`src/irq_ctrl_consts.vh`:
```
// Constants for the processor interrupt controller: register byte
// offsets, field positions, reset values and fixed addresses.
// Assumes a 32-bit APB with byte addresses and word-aligned registers.
`ifndef IRQ_CTRL_CONSTS_VH
`define IRQ_CTRL_CONSTS_VH

// Register byte offsets
`define OFS_IRQ_CONTROL    8'h00
`define OFS_PERIPH_FLAG_A  8'h04
`define OFS_PERIPH_FLAG_B  8'h08
`define OFS_PERIPH_FLAG_C  8'h0C
`define OFS_PERIPH_EN_A    8'h10
`define OFS_PERIPH_EN_B    8'h14
`define OFS_PERIPH_EN_C    8'h18
`define OFS_EDGE_CFG       8'h1C
`define OFS_SHADOW_BASE    8'h20
`define OFS_SHADOW_LAST    8'h3C

// Shadow slot indices within the shadow block
`define SH_W         3'd0
`define SH_STATUS    3'd1
`define SH_BANK      3'd2
`define SH_PTR0_LO   3'd3
`define SH_PTR0_HI   3'd4
`define SH_PTR1_LO   3'd5
`define SH_PTR1_HI   3'd6
`define SH_PC_HIGH   3'd7

// Writable-bit masks of shadow slots (status keeps no time-out/power-down)
`define MASK_STATUS   8'h07
`define MASK_BANK     8'h1F
`define MASK_PC_HIGH  8'h7F
`define MASK_FULL     8'hFF

// Field positions of the control register
`define BIT_GLOBAL_EN    7
`define BIT_GROUP_EN     6
`define BIT_TIMER_EN     5
`define BIT_PIN_EN       4
`define BIT_CHANGE_EN    3
`define BIT_TIMER_FLAG   2
`define BIT_PIN_FLAG     1
`define BIT_CHANGE_FLAG  0

// Field position of the edge configuration register
`define BIT_EDGE_SEL  0

// Reset values and fixed addresses
`define RST_BYTE      8'h00
`define RST_WORD      32'h0000_0000
`define VECTOR_ADDR   16'h0004

`endif

```
`src/cpu_interrupt_controller.v`:
```
// Interrupt controller for the processor core: flags, enables, vectoring,
// shadow context and wake from sleep, with an APB register slave.
// Assumes the core accepts a one-cycle entry pulse at any cycle and
// that all event inputs are synchronous to clk_sys except ext_pin.
//
// Overview of operation
// - Any reset clears global and all other enables; no vectoring follows.
// - A source interrupts only with its enable and global enable; peripheral sources also need group enable.
// - Flags set on their events whatever the enable settings are.
// - Entry flushes prefetch, clears global enable, pushes PC, saves, vectors.
// - With global enable clear, events set flags and still wake from sleep; serviced later.
// - Return pops the PC, restores shadow context and sets global enable.
// - Synchronous sources raise the entry pulse on the second clk_sys edge after their event.
// - The asynchronous pin raises the entry pulse on the fourth clk_sys edge after it changes.
// - The pin flag sets on the third clk_sys edge after the pin changes.
// - Any enabled pending source wakes from sleep, the timer included; enables set before sleeping.
// - On wake, vector if global enable set, else continue after sleep.
// - The instruction after sleep always runs before any vectoring.
// - The external pin gives an edge interrupt enabled by its enable bit.
// - Edge select set picks rising edge, clear picks falling edge.
// - A valid pin edge sets its flag and vectors when enabled.
// - Entry saves W, status bits 2:0 only, bank, pointers and PC latch.
// - Shadow copies are read and written by firmware; edits take effect.
`include "irq_ctrl_consts.vh"
`timescale 1ns/1ns
`default_nettype none

module cpu_interrupt_controller (
  // Clock and reset
  input  wire        clk_sys,
  input  wire        resetn,
  // APB slave
  input  wire        psel,
  input  wire        penable,
  input  wire        pwrite,
  input  wire [7:0]  paddr,
  input  wire [31:0] pwdata,
  output reg  [31:0] prdata,
  output reg         pready,
  output reg         pslverr,
  // Event sources
  input  wire        tmr0_event,
  input  wire        ioc_pending,
  input  wire [7:0]  periph_event_a,
  input  wire [7:0]  periph_event_b,
  input  wire [7:0]  periph_event_c,
  input  wire        ext_pin,
  // Core sequencer status
  input  wire        core_asleep,
  input  wire        core_instr_done,
  input  wire        core_return,
  input  wire [7:0]  core_w,
  input  wire [7:0]  core_status,
  input  wire [4:0]  core_bank_sel,
  input  wire [31:0] core_pointers,
  input  wire [6:0]  core_pc_high,
  // Core sequencer commands
  output reg         irq_entry,
  output reg  [15:0] vector_addr,
  output reg         pc_pop,
  output reg         ctx_restore,
  output reg  [7:0]  restore_w,
  output reg  [7:0]  restore_status,
  output reg  [4:0]  restore_bank_sel,
  output reg  [31:0] restore_pointers,
  output reg  [6:0]  restore_pc_high,
  output reg         wake_req
);

  localparam ST_RUN       = 1'b0;
  localparam ST_WAKE_WAIT = 1'b1;

  reg [7:0]  irq_control_reg;
  reg [7:0]  periph_flag_reg_a;
  reg [7:0]  periph_flag_reg_b;
  reg [7:0]  periph_flag_reg_c;
  reg [7:0]  periph_enable_reg_a;
  reg [7:0]  periph_enable_reg_b;
  reg [7:0]  periph_enable_reg_c;
  reg        ext_pin_edge_select;
  reg [7:0]  shadow_reg [0:7];
  reg        state_reg;
  reg        sleep_seen_reg;
  reg        pin_meta_reg;
  reg        pin_sync_reg;
  reg        pin_prev_reg;

  wire       wr_access;
  wire       rd_setup;
  wire       global_irq_enable;
  wire       periph_group_irq_enable;
  wire       ext_pin_irq_flag;
  wire       pin_rise;
  wire       pin_fall;
  wire       pin_edge;
  wire       core_terms;
  wire       periph_terms;
  wire       pending;
  wire       take_irq;
  wire [2:0] sh_idx;
  wire [7:0] ctrl_wmask;

  reg  [7:0]  ctrl_next;
  reg  [7:0]  flag_a_next;
  reg  [7:0]  flag_b_next;
  reg  [7:0]  flag_c_next;
  reg  [31:0] rdata_next;
  reg         decode_hit;
  reg  [7:0]  sh_mask;

  assign wr_access = psel & penable & pready & pwrite;
  assign rd_setup  = psel & ~penable & ~pwrite;
  assign sh_idx    = paddr[4:2];

  assign global_irq_enable       = irq_control_reg[`BIT_GLOBAL_EN];
  assign periph_group_irq_enable = irq_control_reg[`BIT_GROUP_EN];
  assign ext_pin_irq_flag        = irq_control_reg[`BIT_PIN_FLAG];

  // Only pin_sync_reg and its delayed copy feed the edge detector
  assign pin_rise = pin_sync_reg & ~pin_prev_reg;
  assign pin_fall = ~pin_sync_reg & pin_prev_reg;
  assign pin_edge = ext_pin_edge_select ? pin_rise : pin_fall;

  assign core_terms =
    (irq_control_reg[`BIT_TIMER_EN] & irq_control_reg[`BIT_TIMER_FLAG]) |
    (irq_control_reg[`BIT_PIN_EN] & ext_pin_irq_flag) |
    (irq_control_reg[`BIT_CHANGE_EN] & irq_control_reg[`BIT_CHANGE_FLAG]);
  assign periph_terms = periph_group_irq_enable &
    (|(periph_flag_reg_a & periph_enable_reg_a) |
     |(periph_flag_reg_b & periph_enable_reg_b) |
     |(periph_flag_reg_c & periph_enable_reg_c));
  // Pending ignores the global enable so it can also drive wake-up
  assign pending = core_terms | periph_terms;

  // No vectoring while asleep or before the post-sleep instruction
  assign take_irq = global_irq_enable & pending & ~irq_entry & ~core_asleep &
                    ~sleep_seen_reg & (state_reg == ST_RUN);

  // Interrupt-on-change flag mirrors its source and is read only
  assign ctrl_wmask = 8'hFE;

  // Next values of software-writable flag registers; events win
  always @* begin
    ctrl_next   = irq_control_reg;
    flag_a_next = periph_flag_reg_a;
    flag_b_next = periph_flag_reg_b;
    flag_c_next = periph_flag_reg_c;
    if (wr_access) begin
      if (paddr == `OFS_IRQ_CONTROL) begin
        ctrl_next = (pwdata[7:0] & ctrl_wmask) |
                    (irq_control_reg & ~ctrl_wmask);
      end else if (paddr == `OFS_PERIPH_FLAG_A) begin
        flag_a_next = pwdata[7:0];
      end else if (paddr == `OFS_PERIPH_FLAG_B) begin
        flag_b_next = pwdata[7:0];
      end else if (paddr == `OFS_PERIPH_FLAG_C) begin
        flag_c_next = pwdata[7:0];
      end
    end
    if (tmr0_event) begin
      ctrl_next[`BIT_TIMER_FLAG] = 1'b1;
    end
    if (pin_edge) begin
      ctrl_next[`BIT_PIN_FLAG] = 1'b1;
    end
    ctrl_next[`BIT_CHANGE_FLAG] = ioc_pending;
    if (take_irq) begin
      ctrl_next[`BIT_GLOBAL_EN] = 1'b0;
    end else if (core_return) begin
      ctrl_next[`BIT_GLOBAL_EN] = 1'b1;
    end
    flag_a_next = flag_a_next | periph_event_a;
    flag_b_next = flag_b_next | periph_event_b;
    flag_c_next = flag_c_next | periph_event_c;
  end

  // Writable bits of each shadow slot
  always @* begin
    if (sh_idx == `SH_STATUS) begin
      sh_mask = `MASK_STATUS;
    end else if (sh_idx == `SH_BANK) begin
      sh_mask = `MASK_BANK;
    end else if (sh_idx == `SH_PC_HIGH) begin
      sh_mask = `MASK_PC_HIGH;
    end else begin
      sh_mask = `MASK_FULL;
    end
  end

  // Read data and decode
  always @* begin
    rdata_next = `RST_WORD;
    decode_hit = 1'b1;
    if (paddr[1:0] != 2'b00) begin
      decode_hit = 1'b0;
    end else if (paddr == `OFS_IRQ_CONTROL) begin
      rdata_next[7:0] = irq_control_reg;
    end else if (paddr == `OFS_PERIPH_FLAG_A) begin
      rdata_next[7:0] = periph_flag_reg_a;
    end else if (paddr == `OFS_PERIPH_FLAG_B) begin
      rdata_next[7:0] = periph_flag_reg_b;
    end else if (paddr == `OFS_PERIPH_FLAG_C) begin
      rdata_next[7:0] = periph_flag_reg_c;
    end else if (paddr == `OFS_PERIPH_EN_A) begin
      rdata_next[7:0] = periph_enable_reg_a;
    end else if (paddr == `OFS_PERIPH_EN_B) begin
      rdata_next[7:0] = periph_enable_reg_b;
    end else if (paddr == `OFS_PERIPH_EN_C) begin
      rdata_next[7:0] = periph_enable_reg_c;
    end else if (paddr == `OFS_EDGE_CFG) begin
      rdata_next[`BIT_EDGE_SEL] = ext_pin_edge_select;
    end else if (paddr >= `OFS_SHADOW_BASE &&
                 paddr <= `OFS_SHADOW_LAST) begin
      rdata_next[7:0] = shadow_reg[sh_idx];
    end else begin
      decode_hit = 1'b0;
    end
  end

  // APB handshake: one setup and one access cycle, no extra waits
  always @(posedge clk_sys or negedge resetn) begin
    if (!resetn) begin
      pready  <= 1'b0;
      pslverr <= 1'b0;
      prdata  <= `RST_WORD;
    end else begin
      pready  <= psel & ~penable;
      pslverr <= psel & ~penable & ~decode_hit;
      if (rd_setup) begin
        prdata <= rdata_next;
      end else if (!psel) begin
        prdata <= `RST_WORD;
      end
    end
  end

  // Pin synchroniser and edge history
  always @(posedge clk_sys or negedge resetn) begin
    if (!resetn) begin
      pin_meta_reg <= 1'b0;
      pin_sync_reg <= 1'b0;
      pin_prev_reg <= 1'b0;
    end else begin
      pin_meta_reg <= ext_pin;
      pin_sync_reg <= pin_meta_reg;
      pin_prev_reg <= pin_sync_reg;
    end
  end

  // Control, flag and enable registers
  always @(posedge clk_sys or negedge resetn) begin
    if (!resetn) begin
      irq_control_reg     <= `RST_BYTE;
      periph_flag_reg_a   <= `RST_BYTE;
      periph_flag_reg_b   <= `RST_BYTE;
      periph_flag_reg_c   <= `RST_BYTE;
      periph_enable_reg_a <= `RST_BYTE;
      periph_enable_reg_b <= `RST_BYTE;
      periph_enable_reg_c <= `RST_BYTE;
      ext_pin_edge_select <= 1'b0;
    end else begin
      irq_control_reg   <= ctrl_next;
      periph_flag_reg_a <= flag_a_next;
      periph_flag_reg_b <= flag_b_next;
      periph_flag_reg_c <= flag_c_next;
      if (wr_access) begin
        if (paddr == `OFS_PERIPH_EN_A) begin
          periph_enable_reg_a <= pwdata[7:0];
        end else if (paddr == `OFS_PERIPH_EN_B) begin
          periph_enable_reg_b <= pwdata[7:0];
        end else if (paddr == `OFS_PERIPH_EN_C) begin
          periph_enable_reg_c <= pwdata[7:0];
        end else if (paddr == `OFS_EDGE_CFG) begin
          ext_pin_edge_select <= pwdata[`BIT_EDGE_SEL];
        end
      end
    end
  end

  // Shadow context: captured on entry, firmware may edit in between
  always @(posedge clk_sys or negedge resetn) begin
    if (!resetn) begin
      shadow_reg[`SH_W]       <= `RST_BYTE;
      shadow_reg[`SH_STATUS]  <= `RST_BYTE;
      shadow_reg[`SH_BANK]    <= `RST_BYTE;
      shadow_reg[`SH_PTR0_LO] <= `RST_BYTE;
      shadow_reg[`SH_PTR0_HI] <= `RST_BYTE;
      shadow_reg[`SH_PTR1_LO] <= `RST_BYTE;
      shadow_reg[`SH_PTR1_HI] <= `RST_BYTE;
      shadow_reg[`SH_PC_HIGH] <= `RST_BYTE;
    end else if (take_irq) begin
      shadow_reg[`SH_W]       <= core_w;
      shadow_reg[`SH_STATUS]  <= core_status & `MASK_STATUS;
      shadow_reg[`SH_BANK]    <= {3'b000, core_bank_sel};
      shadow_reg[`SH_PTR0_LO] <= core_pointers[7:0];
      shadow_reg[`SH_PTR0_HI] <= core_pointers[15:8];
      shadow_reg[`SH_PTR1_LO] <= core_pointers[23:16];
      shadow_reg[`SH_PTR1_HI] <= core_pointers[31:24];
      shadow_reg[`SH_PC_HIGH] <= {1'b0, core_pc_high};
    end else if (wr_access && paddr >= `OFS_SHADOW_BASE &&
                 paddr <= `OFS_SHADOW_LAST) begin
      shadow_reg[sh_idx] <= pwdata[7:0] & sh_mask;
    end
  end

  // Wake sequencing: hold off vectoring until one instruction has run
  always @(posedge clk_sys or negedge resetn) begin
    if (!resetn) begin
      state_reg      <= ST_RUN;
      sleep_seen_reg <= 1'b0;
    end else begin
      sleep_seen_reg <= core_asleep;
      case (state_reg)
        ST_RUN: begin
          if (sleep_seen_reg && !core_asleep) begin
            state_reg <= ST_WAKE_WAIT;
          end
        end
        ST_WAKE_WAIT: begin
          if (core_instr_done) begin
            state_reg <= ST_RUN;
          end
        end
        default: begin
          state_reg <= ST_RUN;
        end
      endcase
    end
  end

  // Commands to the core sequencer
  always @(posedge clk_sys or negedge resetn) begin
    if (!resetn) begin
      irq_entry      <= 1'b0;
      vector_addr    <= 16'h0000;
      pc_pop         <= 1'b0;
      ctx_restore    <= 1'b0;
      restore_w      <= `RST_BYTE;
      restore_status <= `RST_BYTE;
      restore_bank_sel <= 5'h00;
      restore_pointers <= `RST_WORD;
      restore_pc_high  <= 7'h00;
      wake_req       <= 1'b0;
    end else begin
      // Flush, push and vector load are one pulse to the core
      irq_entry   <= take_irq;
      vector_addr <= `VECTOR_ADDR;
      pc_pop      <= core_return;
      ctx_restore <= core_return;
      if (core_return) begin
        restore_w        <= shadow_reg[`SH_W];
        restore_status   <= shadow_reg[`SH_STATUS];
        restore_bank_sel <= shadow_reg[`SH_BANK][4:0];
        restore_pointers <= {shadow_reg[`SH_PTR1_HI], shadow_reg[`SH_PTR1_LO],
                             shadow_reg[`SH_PTR0_HI], shadow_reg[`SH_PTR0_LO]};
        restore_pc_high  <= shadow_reg[`SH_PC_HIGH][6:0];
      end
      // Wake needs only the enables, not the global enable
      wake_req <= core_asleep & pending;
    end
  end

endmodule

`default_nettype wire

```
`config.mk`:
```
export PLATFORM = sky130hd
export DESIGN_NAME = cpu_interrupt_controller
export DESIGN_NICKNAME = d
export VERILOG_FILES = /design/src/cpu_interrupt_controller.v
export VERILOG_INCLUDE_DIRS = /design/src
export SDC_FILE = /design/constraint.sdc
export NUM_CORES = 1
export LEC_CHECK = 0
export BUFFER_PORTS_ARGS = -buffer_cell sky130_fd_sc_hd__buf_2
export CAP_MARGIN = 25
export CORE_UTILIZATION = 41
export CTS_CLUSTER_SIZE = 16
export DETAILED_ROUTE_END_ITERATION = 10
export HOLD_SLACK_MARGIN = 0.12
export PLACE_DENSITY = 0.61
export SLEW_MARGIN = 25
export SYNTH_ARGS = -nofsm -noshare
export SYNTH_HDL_FRONTEND = slang
export SYNTH_SLANG_ARGS = --single-unit
```
`constraint.sdc`:
```
create_clock -name clk_sys -period 2.59 [get_ports clk_sys]
set_clock_uncertainty 0.05 [all_clocks]
set_input_delay 0.3885 -clock clk_sys [delete_from_list [all_inputs] [get_ports clk_sys]]
set_output_delay 0.3885 -clock clk_sys [all_outputs]
set_load 0.01 [all_outputs]
```
# Yosys cells after proc, flatten, opt, wreduce, memory -nomap -nowiden
# Cells that the tools add are included.
[classes] reduce_logical=26 muxes=56 magnitude_cmp=4 n_bitwise=44 eq_ne=11
[ops] op="$mux W8" count=29
[ops] op="$mux W64" count=2
[ops] op="$bwmux W64" count=1
[ops] op="$mux W32" count=2
[ops] op="$and A8 B8 Y8" count=4
[ops] op="$eq A8 B5 Y1 const B" count=4
[ops] op="$bmux W8 S3" count=1
[ops] op="$demux W8 S3" count=1
[ops] op="$or A8 B8 Y8" count=3
[ops] op="$reduce_or A8 Y1" count=3
[ops] op="$and A1 B1 Y1" count=18
[ops] op="$mux W1" count=18
[ops] op="$eq A8 B4 Y1 const B" count=2
[ops] op="$not A1 Y1" count=12
[ops] op="$reduce_bool A2 Y1" count=6
[ops] op="$reduce_and A2 Y1" count=5
[ops] op="$eq A8 B3 Y1 const B" count=1
[ops] op="$ge A8 B6 Y1 const B" count=1
[ops] op="$le A8 B6 Y1 const B" count=1
[ops] op="$logic_not A8 Y1" count=1
[ops] op="$or A8 B1 Y8" count=1
[ops] op="$mux W7" count=1
[ops] op="$reduce_bool A3 Y1" count=2
[ops] op="$logic_and A1 B1 Y1" count=5
[ops] op="13 further kinds" count=17
[totals] word_cells=178 in_bits=135 register_bits=224

# Logic depth before layout (Yosys ltp)
[depth] word_depth=15 mapped_depth=8 mapped_depth_nobuf=6

# Least setup slack after synthesis
# Ideal clock, no wire load.
[synth_timing] kind="in2reg" start="in paddr[1]" end="reg periph_enable_reg_a[1]" path_slack_ps=388 cell_stages=5 arrival_time_ps=2028 setup_time_ps=125 path_cell_list="or4_4 or4_1 buf_6 nor2_8 mux2_2"
[synth_between] elab_chain_cells=2
[synth_rtl] element="start: declaration" line_no="cpu_interrupt_controller.v:36" source="input wire [7:0] paddr,"
[synth_rtl] element="$eq A8 B5 Y1 (no source line)"
[synth_rtl] element="$reduce_and A2 Y1 (no source line)"
[synth_rtl] element="end signal: assignment" line_no="cpu_interrupt_controller.v:257" source="periph_enable_reg_a <= `RST_BYTE;"
[synth_rtl] element="end signal: assignment" line_no="cpu_interrupt_controller.v:268" source="periph_enable_reg_a <= pwdata[7:0];"
[synth_rtl] element="end: declaration" line_no="cpu_interrupt_controller.v:77" source="reg [7:0] periph_enable_reg_a;"
# Every way passes these cells.
# A chain may end at the register's enable or synchronous reset.

# Final worst setup path
[layout_timing] start="reg periph_flag_reg_b[2]" end="reg shadow_reg[10] (netlist name)"
[layout_between] elab_chain_cells=12
[layout_rtl] element="start: declaration" line_no="cpu_interrupt_controller.v:75" source="reg [7:0] periph_flag_reg_b;"
[layout_rtl] element="start signal: assignment" line_no="cpu_interrupt_controller.v:255" source="periph_flag_reg_b <= `RST_BYTE;"
[layout_rtl] element="start signal: assignment" line_no="cpu_interrupt_controller.v:264" source="periph_flag_reg_b <= flag_b_next;"
[layout_rtl] element="$and A8 B8 Y8 (*)" line_no="cpu_interrupt_controller.v:130" source="|(periph_flag_reg_b & periph_enable_reg_b) |"
[layout_rtl] element="$reduce_or A8 Y1 (*)" line_no="cpu_interrupt_controller.v:130"
[layout_rtl] element="$or A1 B1 Y1 (*)" line_no="cpu_interrupt_controller.v:130"
[layout_rtl] element="$or A1 B1 Y1 (*)" line_no="cpu_interrupt_controller.v:131" source="|(periph_flag_reg_c & periph_enable_reg_c));"
[layout_rtl] element="$and A1 B1 Y1 (*)" line_no="cpu_interrupt_controller.v:128" source="assign periph_terms = periph_group_irq_enable &"
[layout_rtl] element="$or A1 B1 Y1 (*)" line_no="cpu_interrupt_controller.v:133" source="assign pending = core_terms | periph_terms;"
[layout_rtl] element="$and A1 B1 Y1 (*) (4 in series)" line_no="cpu_interrupt_controller.v:136" source="assign take_irq = global_irq_enable & pending & ~irq_entry & ~core_asleep &"
[layout_rtl] element="$and A1 B1 Y1 (*)" line_no="cpu_interrupt_controller.v:137" source="~sleep_seen_reg & (state_reg == ST_RUN);"
[layout_rtl] element="$mux W64 or $reduce_bool A2 Y1 (tied branches)"
[layout_rtl] element="end signal: indexed assignment" line_no="cpu_interrupt_controller.v:290" source="shadow_reg[`SH_PC_HIGH] <= `RST_BYTE;"
[layout_rtl] element="end signal: indexed assignment" line_no="cpu_interrupt_controller.v:292" source="shadow_reg[`SH_W] <= core_w;"
[layout_rtl] element="end signal: indexed assignment" line_no="cpu_interrupt_controller.v:293" source="shadow_reg[`SH_STATUS] <= core_status & `MASK_STATUS;"
[layout_rtl] element="end: declaration" line_no="cpu_interrupt_controller.v:81" source="reg [7:0] shadow_reg [0:7];"
# Mark *: on every way between the ends. The rest lies on a longest branch, timed or not.

==> metrics.csv <==
stage,metric,value,unit
status,status,completed,
timing,min Tclk post-route,2.41,ns
placed_design,Place WS,0.0820,ns
route,uppermost layer routed,met4,
route,M1 wire length,12200,um
placed_design,post-DP HPWL,19700,um
critical_path,Arrival @ worst endpoint,2.70,ns
clock_network,Root Buffer,clkbuf_16,
timing,Peak Freq,414,MHz
route,drt initial violations,516,
critical_path,Critical Path RT,2.87,ns
synthesis,synthesized instance count,770,
synthesis,Main synth FF type,dfrtp_1,
synthesis,Synth Area per Inst,12.9,um^2
clock_network,Post-CTS Repair Setup Buffers,0,
timing,max_slew headroom,0.558,
synthesis,sequential share of the synthesized area,0.503,
synthesis,Synth Cell Area,9940,um^2
final_layout,area grow syn2layout,27.1,%
pwr,Pleak,6.38,nW
synthesis,Unique masters post-synth,61,
timing,Worst Max-Slew Pin Slew,0.662,ns
critical_path,Setup crit start kind,flop,
clock_network,CTS buffer count,17,
global_routing,total global routing track utilization,0.238,
global_routing,first-pass GRT wire length,43500,um
route,vias,7205,
synthesis,Yosys warning count,0,
timing,unrepaired setup endpoints after global routing,no,
route,Avg WL per Cell,20.4,um
clock_network,CTS tree,yes,
floorplan,die height,158,um
final_layout,share of layout cells above drive strength 1,0.464,
route,met3 routed WL,1910,um
timing,Final WS setup,0.177,ns
route,DR pass1 iterations,5,
pwr,VDD IR max,0.451,mV
final_layout,Largest register FFs,64,
timing,worst hold slack,0.131,ns
global_routing,initial antenna violation count,2,
timing,Hold Fails Final Rpt,0,
route,DRC violations left,0,
clock_network,Sink Count,200,
placed_design,placed inst area,11300,um^2
route,vias per cell,5.26,
timing,"Slew Viols, Final",0,
global_routing,largest net degree at the start of global routing,76,
placed_design,GP Congestion,0.878,
timing,Final period util,0.932,
critical_path,crit path max fanout,17,
clock_network,CTS H-tree lvls,4,
synthesis,Post-synth ARST share,1.00,
route,WL met2,13500,um
critical_path,type of the worst setup path,flop to flop,
timing,Finish-stage setup viols,0,
final_layout,final core utilization,0.535,
hold_path,Hold/Removal Path Class,input pin to flop,
floorplan,I/O pins,249,
global_routing,vias in the first global route,7330,
floorplan,core area,23600,um^2
placed_design,placed insts,1265,
synthesis,cell taking the most area after synthesis,dfrtp_1,
critical_path,crit end category,flop,
final_layout,fillers,2084,
global_routing,GRT overflow,0,
route,Total Wirelength,28000,um
synthesis,"EDFF count, synth",0,
clock_network,clk buf depth,2,
timing,post-route setup TNS,0,ns
synthesis,register bit total from synthesis,200,
final_layout,post-route cell area,12600,um^2
route,Antenna Nets Post-Route,0,
floorplan,die area,24900,um^2
job,Max Cap Viol,0,
pwr,total power,6.90,mW
floorplan,effective utilization at floorplan,0.421,
floorplan,Die Span X,158,um
clock_network,Worst-path clk slew,0.08,ns
synthesis,Area contributors post-synth,"dfrtp_1 (50%), mux2_2 (22%), mux4_2 (3.6%)",
pwr,P per Cell Area,546,nW/um^2
final_layout,nets,1169,
synthesis,Yosys top cell area share,0.503,
clock_network,worst skew pair latency,0.45,ns
final_layout,"non-filler cells, final",1369,
floorplan,row cnt,56,
placed_design,number of I/O port buffers,180,
## worst max-delay path, stage by stage, from the launching register on
cell and delay, ns:
dfrtp_1 0.44, a22oi_1 0.26, nand2_1 0.09, or4_4 0.58, o21ai_4 0.19, buf_12 0.17
buf_12 0.17, mux2_2 0.35
## metal layers
metal  up-vias  track usage
li1       3303            -
met1      3624        0.317
met2       255        0.386
met3        23       0.0600
met4         0       0.0564
met5         -            0
## cell families after synthesis
logic type | count (synthesis) | synth area share
AOI/OAI and AO/OA | 111 | 0.0829
muxes | 230 | 0.279
and+or+nand+nor | 131 | 0.0756
other | 2 | 0.000755
buffers and inverters | 96 | 0.0584
DFF | 200 | 0.503
## Yosys cell counts (all sizes together) (2+ instances only)
cell type  instances
nor4               5
nand2b             7
and3              26
nand3              2
or2                2
o221ai             4
a211o             26
dfrtp            200
a32oi              2
nand2             33
buf               61
a222oi             3
or4                4
o21ai             20
a21oi             16
nor2b             14
inv                9
a22oi             18
clkbuf            26
mux2             198
nor3b              2
or3                3
nor3               6
mux2i             16
o22a               2
nor2              23
conb               2
a31oi              3
nand4              2
o211ai             3
mux4              16
## area by class of cell
type | instances | area (um^2) | share of cell area
flip-flops and latches | 200 | 5000 | 0.396
multi-input cells | 512 | 4500 | 0.356
repair buffers | 294 | 2050 | 0.162
clock buffers | 18 | 429 | 0.0340
well taps | 319 | 399 | 0.0316
clock inverters | 14 | 204 | 0.0161
inverters | 9 | 33.8 | 0.00267
diodes | 3 | 7.51 | 0.000594
## timing repair
item                                   in CTS  in global routing
endpoints found under the hold margin     133                  4
hold buffers                               65                  4
setup endpoints to repair                   0                  5
gates resized for setup                     0                  1
## where the power goes
part	internal (mW)	switching [mW]	leakage, nW
sequential	3.22	0.0656	2.62
combinational	0.366	0.385	3.46
clock	1.49	1.37	0.304
total	5.08	1.82	6.38
## final timing paths
path	endpoint	startpoint	cells after the start	slack, ns
setup / recovery	shadow_reg[10]	periph_flag_reg_b[2]	7	0.18
hold / removal	shadow_reg[26]	core_pointers[10]	2	0.13
setup reg to reg	shadow_reg[10]	periph_flag_reg_b[2]	7	0.18
hold reg to reg	pin_sync_reg	pin_meta_reg	0	0.31
max in group asynchronous	shadow_reg[10]	resetn	3	1.25
min in group asynchronous	irq_control_reg[6]	resetn	2	0.51
## placed cells by master, fill, tap and decap left out, drive strengths merged, types with 18 or more instances in the layout
cell / netlist / layout
buf: 61 / 224
dfrtp: 200 / 200
mux2: 198 / 198
dlygate4sd3: 0 / 69
conb: 2 / 40
nand2: 33 / 33
and3: 26 / 26
a211o: 26 / 26
nor2: 23 / 23
o21ai: 20 / 20
clkbuf: 26 / 19
a22oi: 18 / 18
No activity file was read; power rests on OpenSTA's default activity.
